**src/rtl/pswc_defs.svh**
```systemverilog
// register offsets, field positions, reset values and sizes of the waveform controller
`ifndef PSWC_DEFS_SVH
`define PSWC_DEFS_SVH
`define PSWC_OFF_CTRL 6'h00
`define PSWC_OFF_SA 6'h04
`define PSWC_OFF_RA 6'h08
`define PSWC_OFF_SB 6'h0c
`define PSWC_OFF_RB 6'h10
`define PSWC_OFF_CAPT 6'h14
`define PSWC_OFF_STAT 6'h18
`define PSWC_OFF_MASK 6'h1c
`define PSWC_OFF_CNT 6'h20
`define PSWC_CTRL_W 18
`define PSWC_CTRL_RST 18'h00000
`define PSWC_CMP_W 12
`define PSWC_FRAC_LSB 12
`define PSWC_FRAC_MSB 15
`define PSWC_RB_W 16
`define PSWC_CMP_RST 12'h000
`define PSWC_FRAC_RST 4'h0
`define PSWC_ST_OVF 0
`define PSWC_ST_FLT 1
`define PSWC_ST_CAP 2
`define PSWC_ST_HOLD 3
`define PSWC_ST_RUN 4
`define PSWC_IRQ_W 3
`define PSWC_MASK_RST 3'h0
`endif

```
**src/rtl/pswc_pkg.sv**
```systemverilog
// types shared by the waveform controller
package pswc_pkg;
   // software control word, top bit first, run is bit 0
   typedef struct packed {
      logic [3:0] matrix;   // {b_hi, b_lo, a_hi, a_lo} levels per sub-cycle
      logic dup3_sel;
      logic dup2_sel;
      logic mat_en;
      logic [1:0] in_en;
      logic [1:0] in_fault;
      logic pol1;
      logic pol0;
      logic sync_en;
      logic clk_sel;
      logic [1:0] mode;
      logic run;
   } pswc_ctrl_t;
   typedef enum logic [1:0] {
      MODE_FOUR = 2'h0, MODE_TWO = 2'h1, MODE_ONE = 2'h2, MODE_CTR = 2'h3
   } pswc_mode_t;
   typedef enum logic [1:0] {
      PH_A0 = 2'h0, PH_A1 = 2'h1, PH_B0 = 2'h2, PH_B1 = 2'h3
   } pswc_phase_t;
   typedef struct packed {
      logic read;
      logic write;
      logic [5:0] address;
      logic [31:0] writedata;
   } pswc_avs_req_t;
   typedef struct packed {
      logic dup3;
      logic dup2;
      logic out1;
      logic out0;
   } pswc_outs_t;
endpackage : pswc_pkg

```
**src/rtl/pswc_top.sv**
```systemverilog
// power stage waveform controller with avalon-mm register slave
//
// The Avalon-MM slave port and the address map were decided locally.
`timescale 1ns/1ps
`include "pswc_defs.svh"
// Operation
// - one up/down counter between register limits
// - half a drives output 0, b output 1
// - two extra outputs copy output 0 or 1
// - output matrix sets levels per sub-cycle
// - per-output polarity, active low inverts level
// - half a set and clear 12-bit compares
// - half b set and clear 12-bit compares
// - half b clear word top nibble is fraction
// - retrigger copies counter into capture register
// - one irq from overflow, fault, capture
// - pin and comparator inputs, retrigger or fault
// - chain sync input and sync output
// - chain halt input and halt output
// - converter sync pulse from waveform timing
// - clocked from i/o clock or pll enable
// - cycle is sub-cycle a then b
// - new values load at last ramp top
// - centered mode counts up then down
// - four times plus mode shape outputs
// - fault input forces all outputs low
// - four-ramp, two-ramp, one-ramp or centered mode
module pswc_top (
   input wire logic clk,
   input wire logic rst_n,
   input wire pswc_pkg::pswc_avs_req_t avs_req,
   output logic [31:0] avs_readdata,
   output logic avs_waitrequest,
   input wire logic pll_clk_en,
   input wire logic retrigger_fault_pin,
   input wire logic comparator_in,
   input wire logic chain_sync_in,
   input wire logic chain_halt_in,
   output logic chain_sync_out,
   output logic chain_halt_out,
   output logic converter_sync_pulse,
   output logic controller_irq,
   output logic [11:0] retrigger_capture_value,
   output pswc_pkg::pswc_outs_t pins
);
   import pswc_pkg::*;

   localparam int CW = `PSWC_CMP_W;

   // reverse bit order so extra-count cycles spread evenly over the frame
   function automatic logic [3:0] bitrev4(input logic [3:0] v);
      bitrev4 = {v[0], v[1], v[2], v[3]};
   endfunction : bitrev4

   function automatic logic hit(input logic [5:0] a, input logic [5:0] off);
      hit = (a[5:2] == off[5:2]);
   endfunction : hit

   pswc_ctrl_t ctrl;
   logic [CW-1:0] sh_sa, sh_ra, sh_sb, sh_rb;
   logic [3:0] sh_frac;
   logic [CW-1:0] act_sa, act_ra, act_sb, act_rb;
   logic [3:0] act_frac;
   logic [`PSWC_IRQ_W-1:0] status, mask;
   logic [CW-1:0] cnt;
   pswc_phase_t ph;
   logic [3:0] frame;
   logic running, fault_hold, rd_done;
   logic [1:0] in_prev;
   logic [1:0] in_lvl;
   logic tick, run_eff, fault_now, retrig, restart;
   logic [CW-1:0] top;
   logic [CW:0] top_eff;
   logic last, at_top, cycle_end, upd, a_on, b_on, ctr_mode;
   logic wr;
   logic [2:0] ev_set, ev_clr;

   // bus: writes take effect at once, reads wait one cycle for registered data
   assign wr = avs_req.write;
   assign avs_waitrequest = avs_req.read & ~rd_done;

   always_ff @(posedge clk or negedge rst_n) begin
      if (!rst_n) begin
         rd_done <= 1'b0;
         avs_readdata <= 32'h0;
      end else begin
         rd_done <= avs_req.read & ~rd_done;
         if (avs_req.read && !rd_done) begin
            avs_readdata <= 32'h0;   // unmapped and reserved bits read zero
            if (hit(avs_req.address, `PSWC_OFF_CTRL))
               avs_readdata[`PSWC_CTRL_W-1:0] <= ctrl;
            if (hit(avs_req.address, `PSWC_OFF_SA))
               avs_readdata[CW-1:0] <= sh_sa;
            if (hit(avs_req.address, `PSWC_OFF_RA))
               avs_readdata[CW-1:0] <= sh_ra;
            if (hit(avs_req.address, `PSWC_OFF_SB))
               avs_readdata[CW-1:0] <= sh_sb;
            if (hit(avs_req.address, `PSWC_OFF_RB))
               avs_readdata[`PSWC_RB_W-1:0] <= {sh_frac, sh_rb};
            if (hit(avs_req.address, `PSWC_OFF_CAPT))
               avs_readdata[CW-1:0] <= retrigger_capture_value;
            if (hit(avs_req.address, `PSWC_OFF_STAT))
               avs_readdata[`PSWC_ST_RUN:0] <= {running, fault_hold, status};
            if (hit(avs_req.address, `PSWC_OFF_MASK))
               avs_readdata[`PSWC_IRQ_W-1:0] <= mask;
            if (hit(avs_req.address, `PSWC_OFF_CNT))
               avs_readdata[CW-1:0] <= cnt;
         end
      end
   end

   // control and mask registers
   always_ff @(posedge clk or negedge rst_n) begin
      if (!rst_n) begin
         ctrl <= `PSWC_CTRL_RST;
         mask <= `PSWC_MASK_RST;
      end else if (wr) begin
         if (hit(avs_req.address, `PSWC_OFF_CTRL))
            ctrl <= avs_req.writedata[`PSWC_CTRL_W-1:0];
         if (hit(avs_req.address, `PSWC_OFF_MASK))
            mask <= avs_req.writedata[`PSWC_IRQ_W-1:0];
      end
   end

   // shadow compares: software writes never touch the running waveform
   always_ff @(posedge clk or negedge rst_n) begin
      if (!rst_n) begin
         sh_sa <= `PSWC_CMP_RST;
         sh_ra <= `PSWC_CMP_RST;
         sh_sb <= `PSWC_CMP_RST;
         sh_rb <= `PSWC_CMP_RST;
         sh_frac <= `PSWC_FRAC_RST;
      end else if (wr) begin
         if (hit(avs_req.address, `PSWC_OFF_SA))
            sh_sa <= avs_req.writedata[CW-1:0];
         if (hit(avs_req.address, `PSWC_OFF_RA))
            sh_ra <= avs_req.writedata[CW-1:0];
         if (hit(avs_req.address, `PSWC_OFF_SB))
            sh_sb <= avs_req.writedata[CW-1:0];
         if (hit(avs_req.address, `PSWC_OFF_RB)) begin
            sh_rb <= avs_req.writedata[CW-1:0];
            sh_frac <= avs_req.writedata[`PSWC_FRAC_MSB:`PSWC_FRAC_LSB];
         end
      end
   end

   // active set loads as a whole at the update point, or freely while stopped
   always_ff @(posedge clk or negedge rst_n) begin
      if (!rst_n) begin
         act_sa <= `PSWC_CMP_RST;
         act_ra <= `PSWC_CMP_RST;
         act_sb <= `PSWC_CMP_RST;
         act_rb <= `PSWC_CMP_RST;
         act_frac <= `PSWC_FRAC_RST;
      end else if (upd || !running) begin
         act_sa <= sh_sa;
         act_ra <= sh_ra;
         act_sb <= sh_sb;
         act_rb <= sh_rb;
         act_frac <= sh_frac;
      end
   end

   // clock source: every cycle for the i/o clock, the pll enable otherwise
   assign tick = ctrl.clk_sel ? pll_clk_en : 1'b1;
   // a halt from the chain stops this controller only when chained
   assign run_eff = ctrl.run & ~(ctrl.sync_en & chain_halt_in);

   // input conditioning for pin and comparator
   assign in_lvl = {comparator_in, retrigger_fault_pin} & ctrl.in_en;
   assign fault_now = |(in_lvl & ctrl.in_fault);
   assign retrig = |(in_lvl & ~in_prev & ~ctrl.in_fault);
   assign restart = retrig | (ctrl.sync_en & chain_sync_in);

   // ramp limits per running mode
   assign ctr_mode = (ctrl.mode == MODE_CTR);
   always_comb begin
      top = act_rb;
      last = 1'b1;
      case (pswc_mode_t'(ctrl.mode))
         MODE_FOUR: begin   // each time owns a ramp
            case (ph)
               PH_A0: top = act_sa;
               PH_A1: top = act_ra;
               PH_B0: top = act_sb;
               default: top = act_rb;
            endcase
            last = (ph == PH_B1);
         end
         MODE_TWO: begin
            top = (ph == PH_A0) ? act_ra : act_rb;
            last = (ph == PH_B0);
         end
         MODE_ONE: last = 1'b1;
         MODE_CTR: last = (ph == PH_A0);   // up ramp is the only top
         default: last = 1'b1;
      endcase
   end

   // the last ramp is one count longer on the frame cycles the fraction picks
   assign top_eff = {1'b0, top} + {{CW{1'b0}}, (last && (bitrev4(frame) < act_frac))};
   assign at_top = ({1'b0, cnt} >= top_eff);   // a limit below the count ends the ramp instead of wrapping
   assign upd = tick & running & at_top & last;
   assign cycle_end = tick & running & (ctr_mode ? (ph == PH_B0 && cnt == '0) : (at_top && last));

   // counter and sequence position
   always_ff @(posedge clk or negedge rst_n) begin
      if (!rst_n) begin
         cnt <= '0;
         ph <= PH_A0;
      end else if (!running || restart) begin
         cnt <= '0;
         ph <= PH_A0;
      end else if (tick) begin
         if (ctr_mode) begin   // up to top then back down to zero
            if (ph == PH_A0) begin
               ph <= at_top ? PH_B0 : PH_A0;
               cnt <= at_top ? cnt - 1'b1 : cnt + 1'b1;
            end else if (cnt == '0) begin
               ph <= PH_A0;
               cnt <= cnt + 1'b1;
            end else begin
               cnt <= cnt - 1'b1;
            end
         end else if (at_top) begin
            cnt <= '0;
            case (pswc_mode_t'(ctrl.mode))
               MODE_FOUR: ph <= pswc_phase_t'(ph + 2'h1);
               MODE_TWO: ph <= (ph == PH_A0) ? PH_B0 : PH_A0;
               default: ph <= PH_A0;
            endcase
         end else begin
            cnt <= cnt + 1'b1;
         end
      end
   end

   // run state, frame position and retrigger edge memory
   always_ff @(posedge clk or negedge rst_n) begin
      if (!rst_n) begin
         running <= 1'b0;
         frame <= 4'h0;
         in_prev <= 2'h0;
      end else begin
         running <= run_eff;
         in_prev <= in_lvl;
         if (!running)
            frame <= 4'h0;
         else if (cycle_end)
            frame <= frame + 4'h1;
      end
   end

   // fault hold lasts until a cycle start with the inputs quiet
   always_ff @(posedge clk or negedge rst_n) begin
      if (!rst_n)
         fault_hold <= 1'b0;
      else if (fault_now)
         fault_hold <= 1'b1;
      else if (cycle_end || restart || !running)
         fault_hold <= 1'b0;
   end

   // active windows from the four times and the mode
   always_comb begin
      a_on = 1'b0;
      b_on = 1'b0;
      case (pswc_mode_t'(ctrl.mode))
         MODE_FOUR: begin
            a_on = (ph == PH_A1);
            b_on = (ph == PH_B1);
         end
         MODE_TWO: begin
            a_on = (ph == PH_A0) && (cnt > act_sa);
            b_on = (ph == PH_B0) && (cnt > act_sb);
         end
         MODE_ONE: begin   // outputs may overlap here
            a_on = (cnt > act_sa) && (cnt <= act_ra);
            b_on = (cnt > act_sb) && (cnt <= act_rb);
         end
         default: begin
            a_on = (cnt < act_sa);
            b_on = (cnt >= act_sb);
         end
      endcase
      if (ctrl.mat_en) begin   // sub-cycle picks a row of the matrix
         a_on = (ph == PH_A0 || ph == PH_A1) ? ctrl.matrix[0] : ctrl.matrix[2];
         b_on = (ph == PH_A0 || ph == PH_A1) ? ctrl.matrix[1] : ctrl.matrix[3];
      end
      if (!running) begin
         a_on = 1'b0;
         b_on = 1'b0;
      end
   end

   // output pins; a fault overrides polarity so the pins really go low
   always_ff @(posedge clk or negedge rst_n) begin
      if (!rst_n) begin
         pins <= '0;
      end else if (fault_now || fault_hold) begin
         pins <= '0;
      end else begin
         pins.out0 <= a_on ^ ctrl.pol0;
         pins.out1 <= b_on ^ ctrl.pol1;
         pins.dup2 <= ctrl.dup2_sel ? (b_on ^ ctrl.pol1) : (a_on ^ ctrl.pol0);
         pins.dup3 <= ctrl.dup3_sel ? (b_on ^ ctrl.pol1) : (a_on ^ ctrl.pol0);
      end
   end

   // capture register
   always_ff @(posedge clk or negedge rst_n) begin
      if (!rst_n)
         retrigger_capture_value <= `PSWC_CMP_RST;
      else if (retrig)
         retrigger_capture_value <= cnt;
   end

   // sticky events, write one to clear; a new event wins over the clear
   assign ev_set = {retrig, fault_now & ~fault_hold, cycle_end};
   assign ev_clr = (wr && hit(avs_req.address, `PSWC_OFF_STAT)) ? avs_req.writedata[`PSWC_IRQ_W-1:0] : 3'h0;
   always_ff @(posedge clk or negedge rst_n) begin
      if (!rst_n)
         status <= `PSWC_MASK_RST;
      else
         status <= (status & ~ev_clr) | ev_set;
   end
   assign controller_irq = |(status & mask);

   // chain sync and converter strobes, one cycle each; halt output is a level
   always_ff @(posedge clk or negedge rst_n) begin
      if (!rst_n) begin
         chain_sync_out <= 1'b0;
         chain_halt_out <= 1'b1;
         converter_sync_pulse <= 1'b0;
      end else begin
         chain_sync_out <= cycle_end;
         chain_halt_out <= ~run_eff;
         converter_sync_pulse <= tick & running & (cnt == act_ra);
      end
   end
endmodule : pswc_top

```
**config.mk**
```make
export PLATFORM = sky130hd
export DESIGN_NAME = pswc_top
export DESIGN_NICKNAME = d
export VERILOG_FILES = /design/src/rtl/pswc_pkg.sv /design/src/rtl/pswc_top.sv
export VERILOG_INCLUDE_DIRS = /design/src /design/src/rtl
export SDC_FILE = /design/constraint.sdc
export NUM_CORES = 1
export LEC_CHECK = 0
export BUFFER_PORTS_ARGS = -buffer_cell sky130_fd_sc_hd__buf_2
export CAP_MARGIN = 20
export CORE_AREA = 2 2 146 148
export CTS_CLUSTER_SIZE = 10
export DETAILED_ROUTE_END_ITERATION = 8
export DIE_AREA = 0 0 148 150
export GPL_ROUTABILITY_DRIVEN = 0
export PLACE_DENSITY_LB_ADDON = 0.2
export SLEW_MARGIN = 20
export SYNTH_ARGS = -nofsm -noshare
export SYNTH_HDL_FRONTEND = slang
export SYNTH_SLANG_ARGS = --single-unit
```
**constraint.sdc**
```tcl
create_clock -name clk -period 13.11 [get_ports clk]
set_input_delay 2.622 -clock clk [delete_from_list [all_inputs] [get_ports clk]]
set_output_delay 2.622 -clock clk [all_outputs]
set_load 0.03 [all_outputs]
```
==> results.md <==
- Endpoints failing hold: 0
- Setup TNS: 0 ns
- Crit. End Element: flip-flop
- Setup Viol. Count Final: 0
- Worst VDD drop: approximately 0.000095 V
- First-pass DRT Iterations: 6
- WL final: around 31 mm
- Max incr delay on CP: 0.73 ns
- Clock buffer depth: 2
- Worst-Skew Late Latency: 0.45 ns
- Worst Path Arrival: slightly below 7 ns
- Register area share after synthesis: a little over two fifths
- Comb power frac: 35.7%
- Vias post-DR: 8587
- Via density per instance: just over 6
- Total Power: 2200 µW
- P per Cell Area: 178 nW/µm²
- Async set-reset flop share out of synthesis: 100%
- Routed Antenna Nets: 0
- Min Tclk post-route: 6.43 ns
- Site Rows: 53
- Max-cap viol count: 0
- Critical path class: reg -> reg
- DRC: 0
- Avg Inst Size Synth: about 11 µm²
- Clock transition at path regs: 0.09 ns
- Crit-path cells: inv_1, ha_1, nand2b_1, o21ai_1, a22oi_1, o21ai_0, ha_1, ha_1, a21boi_1, and4b_1, nand2_1, xnor2_1, ha_1, nor4_1, nand3b_1, o21ai_1, a21o_1, o31a_2, buf_4, mux2_4
- Max_slew headroom: around 23%
- Drt initial violations: 705
- Die H: 150 µm
- Hold WS: 0.484 ns
- Critical path fanouts, max: 52
- GRT Residual Overflow: 0
- Clock power share: between 20 and 25%
- CTS Sinks: 188
- Required time of the critical path: 13.43 ns
- Global Route Usage Sum: 29.1%
- Commonest non-fill, non-tap cell in the layout: dfrtp_1
- Post-Syn Area: 11200 µm²
- I/O pin count: 100
- Sw Ratio: around 39%
- Core area: 20700 µm²
- Worst-Margin Slew: 1.15 ns
- Diode count: 0
- Startpoint Class: flip-flop
- DR WL/cell: around 23 µm
- Synth Instances: 1045
- Number of global-route vias before repair: about 8600
- Buffer and inverter count on the worst path: 2
- CP max stage cell: buf_4
- Clock tree root driver cell: clkbuf_16
- CP dominant cell by count: ha_1
- RSZ-0062 raised after global routing: false
- Worst Hold Class: reg -> reg
- Top Family by Delay on Critical Path: compound AO/OA/AOI/OAI gates
- Port bufs: 69
- Placed Instances: 1345
- Synth warn: 0
- Post-Route Skew: between 0.015 and 0.02 ns
- Synthesis-to-finish area growth: 10.1%
- Net Sw Power: 856 µW
- Largest net degree at the start of global routing: roughly 80
- Commonest non-fill, non-tap cells in the layout: dfrtp_1 (187), mux2_2 (85), nand2_1 (84), ha_1 (78), buf_2 (68)
- Htree depth: 4
- CTS tree: yes
- CTS resizes: 0
- Num CTS Buffers: 17
- Postcts setup bufs: 0
- Slew Viols, Final: 0
- Synth Register Bits: between 150 and 200
- Non-filler cells, final: 1377
- Die area: 22200 µm²
- Period Utilization, post-route: 49.0%
- Reg-to-reg setup timing slack: 6.68 ns
- DP Wirelength: 22.0 mm
- Fin nets: approximately 1200
- Maximum clock rate: 0.156 GHz
- Post-synthesis cell type count: just under 80
- Flop pwr share: 40.1%
- Post-synth EDFFs: 0
- Synth Flop Type: dfrtp_1
- Die extent in x: 148 µm
- Leak: 0.00592 µW
- Pint: 1350 µW
- Share of layout cells above drive strength 1: between 20% and 30%
- Fill cells: around 1700
- Status: completed
- CTS Hold Bufs: 0
- Antenna violations before repair: 0
- Initial Util: 54.2%
- First-pass GRT wire length: a little under 50 mm
==> synthesized netlist by cell type (15+ instances only) <==
cell type / instances / area, µm²
buf_4: 15 / 113
ha_1: 78 / 976
nand4_1: 15 / 93.8
o21ai_0: 41 / 205
a22oi_1: 31 / 233
nor2_1: 44 / 165
nand3_1: 17 / 85.1
mux2_4: 50 / 751
nand2_1: 84 / 315
a21oi_1: 36 / 180
clkbuf_1: 39 / 146
dfrtp_1: 187 / 4680
mux2_2: 85 / 957
inv_1: 63 / 236
==> stage by stage <==
| step | utilization (%) | cell area (µm²) | setup slack, ns |
|---|---|---|---|
| 2_1_floorplan | - | 11300 | 7.10 |
| 5_1_grt | 59.7 | 12400 | 6.23 |
| 4_1_cts | 59.7 | 12400 | 6.63 |
| 3_3_place_gp | 56.8 | 11700 | 6.64 |
| 3_5_place_dp | 56.8 | 11700 | 6.63 |
| 6_report | 59.7 | 12400 | 6.68 |
==> metal layers <==
layer	share of wire, %	GRT usage [%]
met3	7.0	5.06
met1	42	39.4
met2	47	45.9
met5	0	0
met4	4.0	13.6
==> worst paths after layout <==
path / start / end / depth (start not counted)
max: ctrl[2]$_DFFE_PN0P_ / act_rb[9]$_DFFE_PN0P_ / 20
min: avs_readdata[12]$_DFFE_PN0P_ / avs_readdata[12]$_DFFE_PN0P_ / 2
max reg2reg: ctrl[2]$_DFFE_PN0P_ / act_rb[9]$_DFFE_PN0P_ / 20
min reg2reg: avs_readdata[12]$_DFFE_PN0P_ / avs_readdata[12]$_DFFE_PN0P_ / 2
max in group asynchronous: rst_n / sh_sa[3]$_DFFE_PN0P_ / 3
min in group asynchronous: rst_n / cnt[7]$_DFFE_PN0P_ / 1
==> layout make-up <==
type | instances | area, µm² | share of cell area [%]
timing repair buffer | 81 | 444 | 3.59
multi-input combinational | 738 | 6020 | 48.7
sequential | 188 | 4710 | 38.1
clock inverter | 15 | 189 | 1.53
tap | 275 | 344 | 2.78
clock buffer | 17 | 425 | 3.44
inverter | 63 | 236 | 1.91
==> power groups by stage <==
stage / combinational (µW) / clock, µW / sequential (µW)
CTS: 784 / 538 / 877
global placement: 754 / 0 / 882
detailed placement: 774 / 0 / 887
global route: 868 / 556 / 899
floorplan: 586 / 0 / 851
finish: 788 / 533 / 884
==> cell families after synthesis <==
kind of cell             after synthesis  synth area share (%)
AO/OA/AOI/OAI                        237                  15.2
flip-flops                           188                  41.9
XOR/XNOR                              23                  1.80
other                                  1                0.0334
multiplexers                         144                  16.1
buffers and inverters                132                  5.43
AND/OR/NAND/NOR                      242                  10.9
adder cells (fa/ha/maj)               78                  8.70
==> flip-flops by register name, summed over array words and instances (netlist names), 4 cells and up <==
signal                   flops
act_frac                     4
act_ra                      12
act_rb                      12
act_sa                      12
act_sb                      12
avs_readdata                18
cnt                         12
ctrl                        18
frame                        4
pins                         4
retrigger_capture_value     12
sh_frac                      4
sh_ra                       12
sh_rb                       12
sh_sa                       12
sh_sb                       12
==> tightest hold or removal path: cells and delay by family, from the launching register on <==
kind / cells / cell delay (ns)
flops: 1 / 0.35
simple gates: 1 / 0.05
compound gates: 1 / 0.06
No activity file was read; power rests on OpenSTA's default activity.
